[src/core/tca_pkg.sv]
/*
  Constants for the channel-adjust opcode host controller.
  Assumes a device with a 16-bit command/data port and a handshake.
*/
package tca_pkg;

  // ****************************************************************
  // Opcode high bytes
  // ****************************************************************
  localparam logic [7:0] OP_EN_ONE = 8'h40;
  localparam logic [7:0] OP_DIS_ONE = 8'h41;
  localparam logic [7:0] OP_EN_ALL = 8'h42;
  localparam logic [7:0] OP_DIS_ALL = 8'h43;
  localparam logic [7:0] OP_WR_MASK = 8'h44;
  localparam logic [7:0] OP_RD_MASK = 8'h45;
  localparam logic [7:0] OP_WR_MASK32 = 8'h46;
  localparam logic [7:0] OP_RD_MASK32 = 8'h47;
  localparam logic [7:0] OP_WR_GOFS = 8'h50;
  localparam logic [7:0] OP_RD_GOFS = 8'h51;
  localparam logic [7:0] OP_WR_CHOFS = 8'h52;
  localparam logic [7:0] OP_RD_CHOFS = 8'h53;
  localparam logic [7:0] OP_WR_CAL = 8'h54;
  localparam logic [7:0] OP_RD_CAL = 8'h55;
  localparam logic [7:0] OP_SAVE_CAL = 8'h56;
  localparam logic [7:0] OP_RD_ID = 8'h60;
  localparam logic [7:0] OP_RD_FW = 8'h61;
  localparam logic [7:0] OP_RST_LOOPS = 8'h62;

  // ****************************************************************
  // Host register map (word indices on the local port)
  // ****************************************************************
  localparam logic [3:0] REG_CMD = 4'h0;
  localparam logic [3:0] REG_WDATA0 = 4'h1;
  localparam logic [3:0] REG_WDATA1 = 4'h2;
  localparam logic [3:0] REG_RDATA0 = 4'h3;
  localparam logic [3:0] REG_RDATA1 = 4'h4;
  localparam logic [3:0] REG_STATUS = 4'h5;
  localparam logic [3:0] REG_CONFIG = 4'h6;

  // ****************************************************************
  // Field positions and reset values
  // ****************************************************************
  localparam int STAT_BUSY = 0;
  localparam int STAT_DONE = 1;
  localparam int STAT_BADOP = 2;
  localparam int CFG_NARROW = 0;
  localparam logic [15:0] CFG_RESET = 16'h0000;
  localparam logic [15:0] WORD_RESET = 16'h0000;
  localparam logic [7:0] LOW_BYTE_MASK = 8'hFF;
  localparam logic [15:0] CHOFS_MASK = 16'h00FF;
  localparam logic [15:0] CAL_MASK = 16'h0FFF;
  localparam logic [15:0] COARSE_MASK = 16'h07FF;
  localparam logic [15:0] FINE_MASK = 16'h001F;

endpackage

[src/core/tca_opdec.sv]
/*
  Opcode decoder: data-word count and direction per opcode.
  Assumes the opcode is stable while the sequencer reads it.
*/
`timescale 1ns/1ns
`default_nettype none
module tca_opdec (
  input wire logic [15:0] opcode,
  input wire logic narrow,
  output logic [1:0] n_words,
  output logic is_read,
  output logic known
);

  // ****************************************************************
  // Word count decode
  // ****************************************************************
  always_comb begin
    n_words = 2'd0;
    is_read = 1'b0;
    known = 1'b1;
    unique case (opcode[15:8])
      tca_pkg::OP_EN_ONE, tca_pkg::OP_DIS_ONE, tca_pkg::OP_EN_ALL,
      tca_pkg::OP_DIS_ALL, tca_pkg::OP_SAVE_CAL,
      tca_pkg::OP_RST_LOOPS: begin
        n_words = 2'd0;
      end
      tca_pkg::OP_WR_MASK: begin
        n_words = narrow ? 2'd1 : 2'd2;
      end
      tca_pkg::OP_RD_MASK: begin
        n_words = narrow ? 2'd1 : 2'd2;
        is_read = 1'b1;
      end
      tca_pkg::OP_WR_MASK32, tca_pkg::OP_WR_GOFS: begin
        n_words = 2'd2;
      end
      tca_pkg::OP_RD_MASK32, tca_pkg::OP_RD_GOFS: begin
        n_words = 2'd2;
        is_read = 1'b1;
      end
      tca_pkg::OP_WR_CHOFS, tca_pkg::OP_WR_CAL: begin
        n_words = 2'd1;
      end
      tca_pkg::OP_RD_CHOFS, tca_pkg::OP_RD_CAL, tca_pkg::OP_RD_ID,
      tca_pkg::OP_RD_FW: begin
        n_words = 2'd1;
        is_read = 1'b1;
      end
      default: begin
        known = 1'b0;
      end
    endcase
  end

endmodule
`default_nettype wire

[src/core/tca_host.sv]
/*
  Host controller for the converter board's channel-adjust opcodes.
  Software loads a command and data words through a local register port;
  this block drives the device command/data port with a request/ack
  handshake. Assumes dev_ack arrives from another clock domain.
*/
`timescale 1ns/1ns
`default_nettype none
// Operation
// - 44xx then two mask words written (one if narrow); bit k is channel.
// - 45xx then two mask words read back (one if narrow), same mapping.
// - 460n then two words form converter n's 32-channel mask.
// - 470n then converter n's mask read as two words.
// - 50xx then coarse offset word, then fine offset word.
// - 51xx reads coarse offset then fine offset.
// - 52nn then one word; low 8 bits are channel nn offset.
// - 53nn reads channel nn offset in low 8 bits.
// - 540n then one word; low 12 bits set converter n calibration.
// - 550n transfers converter n calibration, twelve low bits; read here.
// - 600n reads converter n identification code, one word.
// - 61xx reads firmware revision in low 8 bits.
module tca_host (
  input wire logic ref_clk,
  input wire logic reset,
  input wire logic [3:0] sw_addr,
  input wire logic [15:0] sw_wdata,
  input wire logic sw_wr,
  input wire logic sw_rd,
  output logic [15:0] sw_rdata,
  output logic dev_req,
  output logic dev_we,
  output logic [15:0] dev_wdata,
  input wire logic [15:0] dev_rdata,
  input wire logic dev_ack
);

  // ****************************************************************
  // State
  // ****************************************************************
  typedef enum logic [4:0] {
    ST_IDLE = 5'b00001,
    ST_OPC = 5'b00010,
    ST_DATA = 5'b00100,
    ST_WAIT = 5'b01000,
    ST_DONE = 5'b10000
  } tca_state_t;

  tca_state_t state_q, state_d;
  logic [15:0] cmd_q, cmd_d;
  logic [15:0] wd0_q, wd0_d, wd1_q, wd1_d;
  logic [15:0] rd0_q, rd0_d, rd1_q, rd1_d;
  logic [15:0] cfg_q, cfg_d;
  logic [1:0] idx_q, idx_d;
  logic badop_q, badop_d;
  logic done_q, done_d;
  logic [15:0] sw_rdata_q, sw_rdata_d;
  logic req_q, req_d;
  logic we_q, we_d;
  logic [15:0] dwd_q, dwd_d;
  logic ack_s1_q, ack_s2_q, ack_s3_q;
  logic ack_lvl_q, ack_lvl_d;
  logic [1:0] n_words;
  logic is_read, known;
  logic second_w;

  tca_opdec u_dec (
    .opcode(cmd_q),
    .narrow(cfg_q[tca_pkg::CFG_NARROW]),
    .n_words(n_words),
    .is_read(is_read),
    .known(known)
  );

  assign second_w = (idx_q == 2'd2);

  // ****************************************************************
  // Data word masking for write commands
  // ****************************************************************
  function automatic logic [15:0] wr_mask(input logic [7:0] op,
                                          input logic [15:0] w,
                                          input logic second);
    logic [15:0] r;
    r = w;
    if (op == tca_pkg::OP_WR_CHOFS) begin
      r = w & tca_pkg::CHOFS_MASK;
    end else if (op == tca_pkg::OP_WR_CAL) begin
      r = w & tca_pkg::CAL_MASK;
    end else if (op == tca_pkg::OP_WR_GOFS) begin
      r = second ? (w & tca_pkg::FINE_MASK)
                 : (w & tca_pkg::COARSE_MASK);
    end
    return r;
  endfunction

  // First data word at index 1, second at index 2
  function automatic logic [15:0] pick_word(input logic [1:0] i,
                                            input logic [15:0] w0,
                                            input logic [15:0] w1);
    logic [15:0] r;
    r = w0;
    if (i == 2'd2) begin
      r = w1;
    end
    return r;
  endfunction

  // Opcode with low byte cleared where it is ignored
  function automatic logic [15:0] op_word(input logic [15:0] c);
    logic [15:0] r;
    r = c;
    unique case (c[15:8])
      tca_pkg::OP_EN_ALL, tca_pkg::OP_DIS_ALL, tca_pkg::OP_WR_MASK,
      tca_pkg::OP_RD_MASK, tca_pkg::OP_WR_GOFS, tca_pkg::OP_RD_GOFS,
      tca_pkg::OP_SAVE_CAL, tca_pkg::OP_RD_FW,
      tca_pkg::OP_RST_LOOPS: begin
        r = {c[15:8], 8'h00};
      end
      tca_pkg::OP_WR_MASK32, tca_pkg::OP_RD_MASK32, tca_pkg::OP_WR_CAL,
      tca_pkg::OP_RD_CAL, tca_pkg::OP_RD_ID: begin
        r = {c[15:8], 4'h0, c[3:0]};
      end
      default: begin
        r = c;
      end
    endcase
    return r;
  endfunction

  // ****************************************************************
  // Acknowledge synchroniser
  // ****************************************************************
  always_comb begin
    ack_lvl_d = ack_lvl_q;
    if (ack_s2_q == ack_s3_q) begin
      ack_lvl_d = ack_s3_q;
    end
  end

  always_ff @(posedge ref_clk) begin
    if (reset) begin
      ack_s1_q <= 1'b0;
      ack_s2_q <= 1'b0;
      ack_s3_q <= 1'b0;
      ack_lvl_q <= 1'b0;
    end else begin
      ack_s1_q <= dev_ack;
      ack_s2_q <= ack_s1_q;
      ack_s3_q <= ack_s2_q;
      ack_lvl_q <= ack_lvl_d;
    end
  end

  // ****************************************************************
  // Sequencer and software registers
  // ****************************************************************
  always_comb begin
    state_d = state_q;
    cmd_d = cmd_q;
    wd0_d = wd0_q;
    wd1_d = wd1_q;
    rd0_d = rd0_q;
    rd1_d = rd1_q;
    cfg_d = cfg_q;
    idx_d = idx_q;
    badop_d = badop_q;
    done_d = done_q;
    req_d = req_q;
    we_d = we_q;
    dwd_d = dwd_q;
    sw_rdata_d = tca_pkg::WORD_RESET;
    if (sw_rd) begin
      unique case (sw_addr)
        tca_pkg::REG_CMD: sw_rdata_d = cmd_q;
        tca_pkg::REG_WDATA0: sw_rdata_d = wd0_q;
        tca_pkg::REG_WDATA1: sw_rdata_d = wd1_q;
        tca_pkg::REG_RDATA0: sw_rdata_d = rd0_q;
        tca_pkg::REG_RDATA1: sw_rdata_d = rd1_q;
        tca_pkg::REG_STATUS: begin
          sw_rdata_d = {13'h0000, badop_q, done_q, state_q != ST_IDLE};
        end
        tca_pkg::REG_CONFIG: sw_rdata_d = cfg_q;
        default: sw_rdata_d = tca_pkg::WORD_RESET;
      endcase
    end
    if (sw_wr && state_q == ST_IDLE) begin
      unique case (sw_addr)
        tca_pkg::REG_WDATA0: wd0_d = sw_wdata;
        tca_pkg::REG_WDATA1: wd1_d = sw_wdata;
        tca_pkg::REG_CONFIG: cfg_d = sw_wdata;
        default: begin
        end
      endcase
    end
    unique case (state_q)
      ST_IDLE: begin
        // Command write launches; needs no run/stop gating
        if (sw_wr && sw_addr == tca_pkg::REG_CMD) begin
          cmd_d = sw_wdata;
          done_d = 1'b0;
          badop_d = 1'b0;
          state_d = ST_OPC;
        end
      end
      ST_OPC: begin
        if (!known) begin
          badop_d = 1'b1;
          done_d = 1'b1;
          state_d = ST_IDLE;
        end else begin
          req_d = 1'b1;
          we_d = 1'b1;
          dwd_d = op_word(cmd_q);
          idx_d = 2'd0;
          state_d = ST_WAIT;
        end
      end
      ST_DATA: begin
        req_d = 1'b1;
        we_d = !is_read;
        dwd_d = wr_mask(cmd_q[15:8], pick_word(idx_q, wd0_q, wd1_q),
                        second_w);
        state_d = ST_WAIT;
      end
      ST_WAIT: begin
        if (req_q && ack_lvl_q) begin
          req_d = 1'b0;
          if (we_q == 1'b0) begin
            if (idx_q == 2'd1) begin
              rd0_d = dev_rdata;
            end else begin
              rd1_d = dev_rdata;
            end
          end
        end else if (!req_q && !ack_lvl_q) begin
          if (idx_q == n_words) begin
            state_d = ST_DONE;
          end else begin
            idx_d = idx_q + 2'd1;
            state_d = ST_DATA;
          end
        end
      end
      ST_DONE: begin
        done_d = 1'b1;
        state_d = ST_IDLE;
      end
      default: begin
        state_d = ST_IDLE;
      end
    endcase
  end

  always_ff @(posedge ref_clk) begin
    if (reset) begin
      state_q <= ST_IDLE;
      cmd_q <= tca_pkg::WORD_RESET;
      wd0_q <= tca_pkg::WORD_RESET;
      wd1_q <= tca_pkg::WORD_RESET;
      rd0_q <= tca_pkg::WORD_RESET;
      rd1_q <= tca_pkg::WORD_RESET;
      cfg_q <= tca_pkg::CFG_RESET;
      idx_q <= 2'd0;
      badop_q <= 1'b0;
      done_q <= 1'b0;
      req_q <= 1'b0;
      we_q <= 1'b0;
      dwd_q <= tca_pkg::WORD_RESET;
      sw_rdata_q <= tca_pkg::WORD_RESET;
    end else begin
      state_q <= state_d;
      cmd_q <= cmd_d;
      wd0_q <= wd0_d;
      wd1_q <= wd1_d;
      rd0_q <= rd0_d;
      rd1_q <= rd1_d;
      cfg_q <= cfg_d;
      idx_q <= idx_d;
      badop_q <= badop_d;
      done_q <= done_d;
      req_q <= req_d;
      we_q <= we_d;
      dwd_q <= dwd_d;
      sw_rdata_q <= sw_rdata_d;
    end
  end

  // ****************************************************************
  // Outputs
  // ****************************************************************
  assign sw_rdata = sw_rdata_q;
  assign dev_req = req_q;
  assign dev_we = we_q;
  assign dev_wdata = dwd_q;

endmodule
`default_nettype wire

[config.mk]
export PLATFORM = sky130hd
export DESIGN_NAME = tca_host
export DESIGN_NICKNAME = d
export VERILOG_FILES = /design/src/core/tca_pkg.sv /design/src/core/tca_opdec.sv /design/src/core/tca_host.sv
export SDC_FILE = /design/constraint.sdc
export NUM_CORES = 1
export LEC_CHECK = 0
export ABC_AREA = 1
export BUFFER_PORTS_ARGS = -buffer_cell sky130_fd_sc_hd__buf_2
export CORE_ASPECT_RATIO = 0.6
export CORE_MARGIN = 2
export CORE_UTILIZATION = 45
export DETAILED_ROUTE_END_ITERATION = 8
export PLACE_DENSITY = 0.67
export SYNTH_ARGS = -nofsm -noshare
export SYNTH_HDL_FRONTEND = slang
export SYNTH_SLANG_ARGS = --single-unit
export TNS_END_PERCENT = 1
[constraint.sdc]
create_clock -name ref_clk -period 1.5 [get_ports ref_clk]
set_input_delay 0.15 -clock ref_clk [delete_from_list [all_inputs] [get_ports ref_clk]]
set_output_delay 0.15 -clock ref_clk [all_outputs]
set_load 0.1 [all_outputs]
### Word level (Yosys, flattened, before mapping)

Index checks and enable logic that the tools add are counted.
Widths: inputs -> output; s select.

* eq/ne operators: 41
* muxes and demuxes: 32
* bitwise logic cells: 3
* reductions and logical operators: 33
* add/sub/neg operators: 1

Operators with widths (number)
* $eq 8x7->1 const B: 18
* $pmux 16 s7: 1
* $mux 16: 5
* $pmux 16 s2: 1
* $mux 5: 4
* $pmux 5 s4: 1
* $reduce_or 18->1: 1
* $pmux 8 s2: 1
* $eq 4x3->1 const B: 3
* $ne 2x2->1 const B: 6
* $reduce_and 3->1: 4
* $mux 11: 1
* $mux 2: 5
* $reduce_and 2->1: 5
* $reduce_or 9->1: 1
* $eq 4x2->1 const B: 2
* $reduce_and 4->1: 2
* $reduce_or 7->1: 1
* $mux 1: 6
* $pmux 1 s3: 2
* $pmux 2 s3: 1
* $reduce_bool 2->1: 3
* $reduce_bool 3->1: 2
* $reduce_or 6->1: 1
* 24 further kinds: 33

* output and inout bits: 34
* input bits: 41
* register bits: 143
* word-level logic and storage cells: 128

### Depth between registers and ports, before layout

Gate-level depths: netlist of run 1.

* word-level depth: 8
* mapped depth: 15
* depth with buffers taken out: 14

### By module

Synthesis of run 1 repeated with hierarchy kept, for this count alone.

* cells, all modules: 924
* area total of the unflattened synthesis: 6540.0 µm²

Modules (own cells, without submodules)
* tca_host: cells an instance 862, area each 6247.2 µm², times used 1, seq. area each 2862.7 µm²
* tca_opdec: cells an instance 62, area each 292.8 µm², times used 1, seq. area each 0.0 µm²

### Worst setup path before layout of run 1

OpenSTA, ideal clock, no wires.

* path kind: reg-to-reg
* start: register we_q (netlist: dev_we)
* end: register rd0_q[10]
* slack: -0.355 ns
* cell stages (with the launch flop): 6
* arrival time: 1.769 ns
* setup time: 0.086 ns
* required time: 1.414 ns
* path buffers: 1
* period minus slack after synthesis: 1.855 ns
* cell sequence: dfxtp_1 > inv_1 > nand3_2 > clkbuf_1 > nor2_1 > a211oi_1

* longest elaborated chain between the ends: 2

RTL lines
* from (decl): RTL line tca_host.sv:58 `logic we_q, we_d;`
* from (signal assigned): RTL line tca_host.sv:281 `we_q <= we_d;`
* $not 1->1 (no source line)
* $reduce_and 4->1 (no source line)
* to (signal assigned): RTL line tca_host.sv:259 `rd0_q <= tca_pkg::WORD_RESET;`
* to (signal assigned): RTL line tca_host.sv:274 `rd0_q <= rd0_d;`
* to (decl): RTL line tca_host.sv:51 `logic [15:0] rd0_q, rd0_d, rd1_q, rd1_d;`

No other way between the ends.
A chain may end at the register's enable or synchronous reset.

### Worst setup path in the final report of run 1

* start: register cmd_q[11]
* end: register done_q

* longest elaborated chain between the ends: 5
* elaborated cells on any way between the ends: 22
* classes of those cells: eq/ne: 19; mux: 1; reduce/logical: 2

RTL lines
* from (decl): RTL line tca_host.sv:49 `logic [15:0] cmd_q, cmd_d;`
* from (signal assigned): RTL line tca_host.sv:256 `cmd_q <= tca_pkg::WORD_RESET;`
* from (signal assigned): RTL line tca_host.sv:271 `cmd_q <= cmd_d;`
* $eq 8x7->1: RTL line tca_opdec.sv:22 `unique case (opcode[15:8])`
* $reduce_or 18->1 (no source line) *
* $mux 1 *: RTL line tca_opdec.sv:22
* $ne 2x2->1 (no source line) *
* $reduce_and 3->1 (no source line) *
* to (signal assigned): RTL line tca_host.sv:279 `done_q <= done_d;`
* to (decl): RTL line tca_host.sv:55 `logic done_q, done_d;`

Mark *: on every way between the ends. The rest lies on a longest branch, timed or not.

==> impl_results.md, run 1 <==
- Ant diodes: 0
- Vias in the first global route: 6003
- Cells after Synth: 860
- Unrepaired setup endpoints after global routing: true
- Flop pwr share: 44.0%
- Post-place setup slack: -0.366 ns
- Leak Pwr: 3.52 nW
- Row count: 33
- Crit path launch type: flop
- Comb pwr share: 5.3%
- Max-slew violations: 0
- Clock skew: 0.0127 ns
- Critical Path Fanout Max: 3
- Critical Path AT: 2.06 ns
- Initial Util: 46.2%
- Most instantiated library cell after synthesis: nor2_1
- Least-Margin Pin Slew: 0.609 ns
- DIE AREA: 15000 um^2
- Dominant cells by area after synthesis: dfxtp_1, nor2_1, o21ai_0
- Power density over the cells: 1040 nW/um^2
- Final setup viols: 98
- Worst setup EP type: flop
- Synth area leader: dfxtp_1
- Fin nets: 1054
- Die H: 95.8 um
- Switching Share: 25.3%
- Failing checks: negative setup slack
- Final Cycle Share: 119%
- Post-synth top area share: 45.3%
- CTS tree: done
- Initial DRC count: 449
- Commonest cells post-synth: nor2_1, dfxtp_1, inv_1, o21ai_0, a21oi_1
- Power Internal: 6.55 mW
- H-tree Lvls: 4
- Clock Tree Root: clkbuf_16
- Worst hold path class: in -> reg
- Post-route ant nets: 0
- Wire per inst: 15.9 um
- Slew margin rel.: 59.4%
- Synthesis-to-finish area growth: 34.1%
- Cts bufs inserted: 17
- Dominant synthesized flop cell: dfxtp_1
- Die X: 157 um
- Synth warn: 0
- IO Pins: 75
- Core ar.: 13700 um^2
- Largest net degree at the start of global routing: 47
- Worst vdd ir: 0.901 mV
- Syn_area_per_cell: 7.34 um^2
- Synth unique cells: 42
- Vias per cell: 5.26
- Remaining Overflow, GRT: 0
- Reg2Reg Setup Slack: -0.29 ns
- Number of buffers added on ports: 74
- Vias: 6402
- Register area share after synthesis: 45.3%
- Clock share of power: 50.6%
- DRC violations left: 0
- Fillers: 1239
- Max-cap viol count: 0
- Fmax: 559 MHz
- Global placement routability congestion: 0.967
- Share of layout cells above drive strength 1: 30.4%
- Synth async-reset ratio: 0%
- Register bit total from synthesis: 143
- Slack of the critical path: -0.289 ns
- Fin util: 62.0%
- Clk sinks: 143
- Synthesized area: 6320 um^2
- Initial antenna violation count: 0
- CTS clock-pin slew for the worst setup and hold paths: 0.07 ns
- Routed WL: 19400 um
- NetSw: 2.22 mW
- Clock Latency Late Sink: 0.42 ns
- Maximum buffer depth of the clock tree: 2
- Final Hold Fails: 0
- EDFF count, synth: 0
- GRT Util Overall: 26.7%
- Status: complete, but fails checks
- First-pass GRT wire length: 30800 um
- DRT Pass-1 Iters: 5
- CP Data Required Time: 1.77 ns
- Post-DP HPWL: 13800 um
- Setup CP Type: reg -> reg
- Shortest period the worst path allows: 1.79 ns
- Synth Net Count: 903
cells by family (layout without fill, tap and decap cells):
| logic type | Yosys count | count (layout) | synth area share, % |
|---|---|---|---|
| buf+inv | 152 | 316 | 9.67 |
| fa+ha+maj | 2 | 2 | 0.396 |
| compound gates | 274 | 274 | 24.6 |
| flops | 143 | 143 | 45.3 |
| simple gates | 287 | 287 | 19.7 |
| mux | 2 | 2 | 0.317 |
final cells by class:
cell class / count / area [um^2] / share of cell area, %
inverter: 109 / 417 / 4.92
sequential: 143 / 2890 / 34.1
clock buffer: 17 / 425 / 5.02
clock inverter: 15 / 189 / 2.23
multi-input combinational: 565 / 3070 / 36.2
timing repair buffer: 175 / 1240 / 14.7
tap: 192 / 240 / 2.84
flip-flops by register name (all words and copies together), names as in the netlist, 5 cells and up:
signal     cells
sw_rdata      16
cfg_q         16
dev_wdata     16
cmd_q         16
wd1_q         16
rd0_q         16
state_q        5
rd1_q         16
wd0_q         16
path summary, 6_finish.rpt:
kind	start	endpoint	depth (start not counted)
setup / recovery	cmd_q[11]	done_q	13
hold / removal	sw_wdata[5]	cfg_q[5]	3
setup reg to reg	cmd_q[11]	done_q	13
hold reg to reg	ack_s1_q	ack_s2_q	2
per-stage QoR:
| step | hold WS [ns] | area [um^2] | instances | power, mW | TNS (ns) |
|---|---|---|---|---|---|
| global route | 0.0106 | 8470 | 1216 | 9.03 | -22.94 |
| finish | 0.0106 | 8470 | 1216 | 8.77 | -8.34 |
| detailed placement | 0.360 | 7530 | 1178 | 4.37 | -16.52 |
| floorplan | 0.257 | 6320 | 860 | 4.15 | -1.21 |
| global placement | 0.360 | 7530 | 1178 | 4.37 | -13.93 |
| CTS | 0.00307 | 8330 | 1216 | 8.77 | -6.94 |
power by group through the flow:
stage	sequential, mW	clock, mW	combinational, mW
2_1_floorplan	3.95	0	0.197
3_3_place_gp	3.95	0	0.421
3_5_place_dp	3.95	0	0.423
4_1_cts	3.86	4.46	0.446
5_1_grt	3.86	4.66	0.509
6_report	3.86	4.44	0.469
routing by layer:
metal / track usage [%] / share of wire (%) / vias up
met5: 0 / 0 / -
met4: 7.03 / 1.5 / 0
met3: 4.95 / 7.1 / 27
met2: 40.6 / 42 / 257
met1: 38.9 / 50 / 2939
li1: - / - / 3179
repair_timing:
| action | in CTS | in global routing |
|---|---|---|
| endpoints found under the setup margin | 122 | 123 |
| setup buffers | 5 | 0 |
| resized for setup | 61 | 54 |
| hold buffers | 1 | 0 |
| pin swaps | 6 | 11 |
| hold endpoints to repair | 1 | 0 |
critical path, cell delays in order, from the launching register on:
cell      delay, ns
dfxtp_4        0.37
inv_1          0.07
nand2_2        0.11
buf_4          0.15
nor2_2         0.05
nand2_1        0.12
nand3_4        0.12
nor2_4         0.14
nand2_2        0.09
nand2_4        0.08
buf_6          0.10
nand3b_1       0.11
nand2_1        0.09
a21oi_1        0.06
cells in the final DEF, fill, tap and decap left out, types with 7 or more instances in the layout:
master,instances
a211oi_1,32
a21oi_1,92
buf_12,7
buf_2,74
buf_4,87
clkbuf_16,17
dfxtp_1,130
dfxtp_2,9
inv_1,91
inv_2,13
nand2_1,75
nand2_2,16
nand3_1,17
nor2_1,119
nor2_2,23
nor2_4,9
o21ai_0,82
o21ai_1,13
o22ai_1,30
No activity file was read; power rests on OpenSTA's default activity.
==> run 2, diff against run 1 <==
--- a/config.mk
+++ b/config.mk
@@ -9,9 +9,9 @@
 export BUFFER_PORTS_ARGS = -buffer_cell sky130_fd_sc_hd__buf_2
 export CORE_ASPECT_RATIO = 0.6
 export CORE_MARGIN = 2
-export CORE_UTILIZATION = 45
+export CORE_UTILIZATION = 50
 export DETAILED_ROUTE_END_ITERATION = 8
-export PLACE_DENSITY = 0.67
+export PLACE_DENSITY = 0.73
 export SYNTH_ARGS = -nofsm -noshare
 export SYNTH_HDL_FRONTEND = slang
 export SYNTH_SLANG_ARGS = --single-unit
==> run 2 against run 1 <==
The flow still finishes with violations (negative setup slack). First-iteration DRC count is 47% higher. Total power is 0.93% higher. Sequential cell count stayed put. Clock skew is 0.0065 ns lower. Sequential power hardly changed. Routed wire length is 1.8% lower. Fmax is 0.82% higher. Hold slack better by 0.0053 ns. Cell area is 0.16% higher. Combinational power is 3% higher. Critical path depth is 1 higher. Via count is 0.89% higher.
==> impl_results.md, run 2 (same netlist as run 1, synthesis figures left out) <==
- Status: complete, but fails checks
- Failing checks: negative setup slack
- Commonest non-fill, non-tap cell in the layout: dfxtp_1
- Number of buffers added on ports: 74 (unchanged)
- H-tree Lvls: 4 (unchanged)
- Vias per cell: 5.44 (+3.3%)
- R2R Path Start: cmd_q[10]
- DRC violations left: 0 (unchanged)
- First-pass GRT wire length: 30600 um (-0.63%)
- GRT Util Overall: 28.6% (+2.0 points)
- Worst setup EP type: flop
- Least-Margin Pin Slew: 0.563 ns (-0.0464 ns)
- Switching Share: 24.3% (-1.0 points)
- Vias: 6459 (+0.89%)
- Fin cells: 1188 (-2.3%)
- Critical path endpoint: badop_q
- NetSw: 2.15 mW (-3.1%)
- DIE AREA: 13600 um^2 (-9.7%)
- Maximum buffer depth of the clock tree: 2 (unchanged)
- Slack of the critical path: -0.275 ns (+0.0145 ns)
- Final Hold Fails: 0 (unchanged)
- Worst setup startpoint: cmd_q[10]
- WHS: 0.0158 ns (+0.00526 ns)
- Leak Pwr: 3.53 nW (+0.13%)
- Comb pwr share: 5.5% (+0.2 points)
- Final setup viols: 123 (+26%)
- Share of layout cells above drive strength 1: 31.0% (+0.62 points)
- Critical Path AT: 2.13 ns (+0.07 ns)
- Max-slew violations: 0 (unchanged)
- Initial antenna violation count: 0 (unchanged)
- Final Cycle Share: 118% (-0.97 points)
- Placed insts: 1147 (-2.6%)
- Fillers: 981 (-21%)
- IO Pins: 75 (unchanged)
- CP Data Required Time: 1.85 ns (+0.08 ns)
- Core ar.: 12200 um^2 (-11%)
- Shortest period the worst path allows: 1.77 ns (-0.0145 ns)
- Initial DRC count: 660 (+47%)
- Global placement routability congestion: 0.954 (-1.4%)
- Clock Tree Root: clkbuf_16
- Post-route ant nets: 0 (unchanged)
- Post-DP HPWL: 13400 um (-2.9%)
- Setup CP Type: reg -> reg
- Clock share of power: 50.8% (+0.2 points)
- Commonest cells after routing, fill and taps aside: dfxtp_1, nor2_1, inv_1
- Power density over the cells: 1040 nW/um^2 (+0.77%)
- Crit path launch type: flop
- Slew margin rel.: 62.5% (+3.1 points)
- Reg2Reg Setup Slack: -0.27 ns (about the same)
- Flop pwr share: 43.7% (-0.3 points)
- TNS Setup: -14.36 ns (-6.02 ns)
- Clock skew: 0.00612 ns (-0.00653 ns)
- Worst hold path class: in -> reg
- R2R Path End: badop_q
- Cts bufs inserted: 17 (unchanged)
- Die X: 149 um (-5.0%)
- Routed WL: 19000 um (-1.8%)
- Remaining Overflow, GRT: 0 (unchanged)
- CTS tree: done
- Vias in the first global route: 6132 (+2.1%)
- Initial Util: 51.9% (+5.6 points)
- Clk sinks: 143 (unchanged)
- Fin util: 69.6% (+7.7 points)
- Unrepaired setup endpoints after global routing: true
- Placed Area: 7440 um^2 (-1.2%)
- Max-cap viol count: 0 (unchanged)
- Fin nets: 1053 (-0.095%)
- DRT Pass-1 Iters: 5 (unchanged)
- Row count: 31 (-6.1%)
- Power Internal: 6.70 mW (+2.3%)
- Tot Pwr: 8.85 mW (+0.93%)
- Post-place setup slack: -0.386 ns (-0.0200 ns)
- Critical Path Fanout Max: 3 (unchanged)
- Final Cell Area: 8480 um^2 (+0.16%)
- Wire per inst: 16.0 um (+0.56%)
- Synthesis-to-finish area growth: 34.3%
- Worst vdd ir: 0.681 mV (-24%)
- Largest net degree at the start of global routing: 52 (+11%)
- Path depth of the worst reg2reg path: 14 (+1)
- Clock Latency Late Sink: 0.42 ns (about the same)
- Die H: 91.1 um (-4.9%)
- Fmax: 563 MHz (+0.82%)
- CTS clock-pin slew for the worst setup and hold paths: 0.07 ns (about the same)
- Ant diodes: 0 (unchanged)
## run 2: cell count changes in the layout (fill, tap and decap cells not counted), moves of 4 or more
cell / delta
o21ai_2: +7
o21ai_1: +11
o21ai_0: -18
dfxtp_2: +4
nor2_2: -4
## run 2: how the worst min path moves through the flow
stage	startpoint	to	slack (ns)	depth (start not counted)
finish	dev_rdata[8]	rd1_q[8]	0.02	3
global route	dev_rdata[10]	rd0_q[10]	0.03	3
CTS	sw_wdata[2]	cfg_q[2]	0.004	3
detailed placement	dev_ack	ack_s1_q	0.36	3
global placement	dev_ack	ack_s1_q	0.36	3
floorplan	dev_ack	ack_s1_q	0.26	2
## run 2: repair_timing
action / CTS / global route
pin swaps: 17 / 12
hold buffers: 2 / 0
setup buffers: 5 / 2
hold endpoints to repair: 3 / 0
gates cloned: 0 / 0
resized for setup: 129 / 18
setup endpoints to repair: 123 / 124
## run 2: worst max-delay path, cell delays in order (launching register included)
cell	delay, ns
dfxtp_2	0.36
inv_4	0.05
nor2_4	0.14
buf_4	0.13
nand2_1	0.08
nor2_2	0.11
nor2_2	0.05
nand2_1	0.11
nor2_4	0.05
nand2_1	0.08
nand2_2	0.08
buf_6	0.13
nand3b_1	0.10
nand2_1	0.07
a21oi_1	0.16
## run 2: cell type report
type	instances	area (um^2)	share of cell area, %
well taps	165	206	2.43
clock buffers	17	425	5.02
flip-flops and latches	143	2880	34.0
repair buffers	174	1230	14.6
inverters	109	423	4.99
multi-input cells	565	3110	36.7
clock inverters	15	198	2.33
## run 2: per-layer routing
layer | track usage [%] | up-vias | part of all wire (%)
met5 | 0 | - | 0
met4 | 8.10 | 0 | 1.4
met3 | 5.68 | 34 | 8.7
met2 | 43.4 | 291 | 42
met1 | 41.4 | 2956 | 48
li1 | - | 3178 | -
## run 2: power groups by stage
stage	sequential [mW]	clock, mW	combinational, mW
floorplan	3.95	0	0.197
global placement	3.95	0	0.415
global route	3.87	4.70	0.527
finish	3.87	4.50	0.485
CTS	3.87	4.52	0.466
detailed placement	3.95	0	0.418
==> run 3, diff against run 2 <==
--- a/config.mk
+++ b/config.mk
@@ -8,9 +8,9 @@
 export ABC_AREA = 1
 export BUFFER_PORTS_ARGS = -buffer_cell sky130_fd_sc_hd__buf_2
 export CORE_ASPECT_RATIO = 0.6
-export CORE_MARGIN = 2
 export CORE_UTILIZATION = 50
 export DETAILED_ROUTE_END_ITERATION = 8
+export MAX_ROUTING_LAYER = met4
 export PLACE_DENSITY = 0.73
 export SYNTH_ARGS = -nofsm -noshare
 export SYNTH_HDL_FRONTEND = slang
==> run 3 against run 2 <==
Hold slack worse by 0.011 ns. The run still ends with negative setup slack left. Highest routed layer unchanged. Critical path depth is 1 lower. Routed wire length is 4.6% higher. Critical path type unchanged. Total power is 3.1% lower.
==> impl_results.md, run 3 (same netlist as run 1, synthesis figures left out) <==
- Critical Path AT: 2.05 ns (-0.08 ns)
- Core ar.: 12200 um^2 (unchanged)
- Max-cap viol count: 0 (unchanged)
- Global placement routability congestion: 0.943 (-1.1%)
- Final Hold Fails: 0 (unchanged)
- Crit path launch type: flop
- CP Data Required Time: 1.82 ns (-0.03 ns)
- Worst setup EP type: flop
- Post-place setup slack: -0.366 ns (+0.0205 ns)
- Initial DRC count: 465 (-30%)
- Number of buffers added on ports: 74 (unchanged)
- DIE AREA: 13100 um^2 (-3.5%)
- DRC violations left: 0 (unchanged)
- Slowest Stage Delay on Critical Path: 0.37 ns (about the same)
- Row count: 31 (unchanged)
- Post-DP HPWL: 13700 um (+2.0%)
- GRT Util Overall: 31.8% (+3.1 points)
- Shortest period the worst path allows: 1.73 ns (-0.0492 ns)
- Die H: 89.1 um (-2.2%)
- Final setup viols: 109 (-11%)
- IO Pins: 75 (unchanged)
- Top Family by Delay on Critical Path: simple AND/OR/NAND/NOR gates
- Slack of the critical path: -0.226 ns (+0.0492 ns)
- Worst vdd ir: 0.789 mV (+16%)
- Least-Margin Pin Slew: 0.564 ns (+0.00124 ns)
- Maximum buffer depth of the clock tree: 2 (unchanged)
- CTS clock-pin slew for the worst setup and hold paths: 0.07 ns (about the same)
- Routed WL: 19900 um (+4.6%)
- Setup CP Type: reg -> reg
- CTS tree: done
- Crit path top cell by count: nand2_1
- Final Cycle Share: 115% (-3.3 points)
- Wire per inst: 16.4 um (+2.4%)
- Synthesis-to-finish area growth: 39.5%
- Post-route ant nets: 0 (unchanged)
- Crit path cell chain: inv_2, nand2_1, nor2_2, buf_4, nand3_4, buf_4, and2_1, nand2_1, nand2_1, nand2_2, nand3_4, a21oi_2, nor2_1
- Highest-delay cell along the critical path: dfxtp_4
- Vias per cell: 5.44 (+0.12%)
- Power density over the cells: 974 nW/um^2 (-6.7%)
- Unrepaired setup endpoints after global routing: true
- Cts bufs inserted: 17 (unchanged)
- Worst hold path class: in -> reg
- Clock Latency Late Sink: 0.43 ns (about the same)
- Fin util: 72.4% (+2.7 points)
- DRT Pass-1 Iters: 5 (unchanged)
- Clock skew: 0.0112 ns (+0.00506 ns)
- Slew margin rel.: 62.4% (-0.082 points)
- Fmax: 580 MHz (+2.9%)
- First-pass GRT wire length: 31000 um (+1.2%)
- Leak Pwr: 3.65 nW (+3.4%)
- Commonest cells after routing, fill and taps aside: dfxtp_1, nor2_1, buf_4
- Share of layout cells above drive strength 1: 35.0% (+4.0 points)
- Largest net degree at the start of global routing: 50 (-3.8%)
- Ant diodes: 0 (unchanged)
- Initial antenna violation count: 0 (unchanged)
- Critical Path Fanout Max: 5 (+2)
- Status: complete, but fails checks
- Failing checks: negative setup slack
- Worst Path Buf+Inv: 3 (unchanged)
- Fin nets: 1079 (+2.5%)
- Max-slew violations: 0 (unchanged)
- H-tree Lvls: 4 (unchanged)
- Die X: 147 um (-1.3%)
- Vias: 6608 (+2.3%)
- Commonest non-fill, non-tap cell in the layout: dfxtp_1
- Remaining Overflow, GRT: 0 (unchanged)
- Clock Tree Root: clkbuf_16
- Clk sinks: 143 (unchanged)
- Initial Util: 51.9% (unchanged)
- Vias in the first global route: 6029 (-1.7%)
run 3: cell types whose count changed in the layout (fill, tap and decap cells not counted), sizes merged:
cell,previous run,this run
buf,172,195
bufinv,3,0
dlygate4sd3,2,5
clkinv,4,6
inv,115,116
run 3: area by class of cell:
type / instances / area (um^2)
clock buffer: 17 / 425
clock inverter: 15 / 165
fill: 948 / 3370
inverter: 109 / 423
multi-input combinational: 565 / 3220
sequential: 143 / 2890
tap: 165 / 206
timing repair buffer: 200 / 1480
run 3: repair_timing:
item                                    in CTS  in global routing
pin swaps                                   19                 14
setup buffers                               10                  2
hold endpoints to repair                     6                  0
endpoints found under the setup margin     123                123
hold buffers                                 5                  0
resized for setup                           97                 78
run 3: power breakdown:
group,internal (mW),switching [mW]
clock,2.24,1.97
sequential,3.83,0.0292
combinational,0.195,0.312
run 3: path summary, 6_finish.rpt:
| kind | start | end | slack, ns | cells after the start |
|---|---|---|---|---|
| setup / recovery | cmd_q[12] | idx_q[1] | -0.23 | 13 |
| hold / removal | dev_rdata[2] | rd1_q[2] | 0.004 | 3 |
| setup reg to reg | cmd_q[12] | idx_q[1] | -0.23 | 13 |
| hold reg to reg | ack_s1_q | ack_s2_q | 0.40 | 2 |
run 3: worst min-delay path, cell delays in order:
cell and delay (ns):
buf_2 0.11, nor2_2 0.09, a211oi_1 0.04
run 3: per-stage QoR:
step           std cells  hold WS, ns  setup TNS (ns)  power [mW]  area (um^2)
2_1_floorplan        860        0.257           -1.21        4.15         6320
3_3_place_gp        1165        0.350          -15.28        4.38         7610
3_5_place_dp        1165        0.358          -18.75        4.38         7610
4_1_cts             1212      0.00239           -7.33        8.55         8590
5_1_grt             1214      0.00977          -22.21        8.81         8810
6_report            1214      0.00431          -11.35        8.58         8810
run 3: metal layers:
| layer | up-vias | track usage (%) | share of wire [%] |
|---|---|---|---|
| li1 | 3239 | - | - |
| met1 | 3073 | 43.6 | 48 |
| met2 | 272 | 48.1 | 43 |
| met3 | 24 | 5.00 | 7.7 |
| met4 | 0 | 9.93 | 1.4 |
| met5 | - | - | 0 |
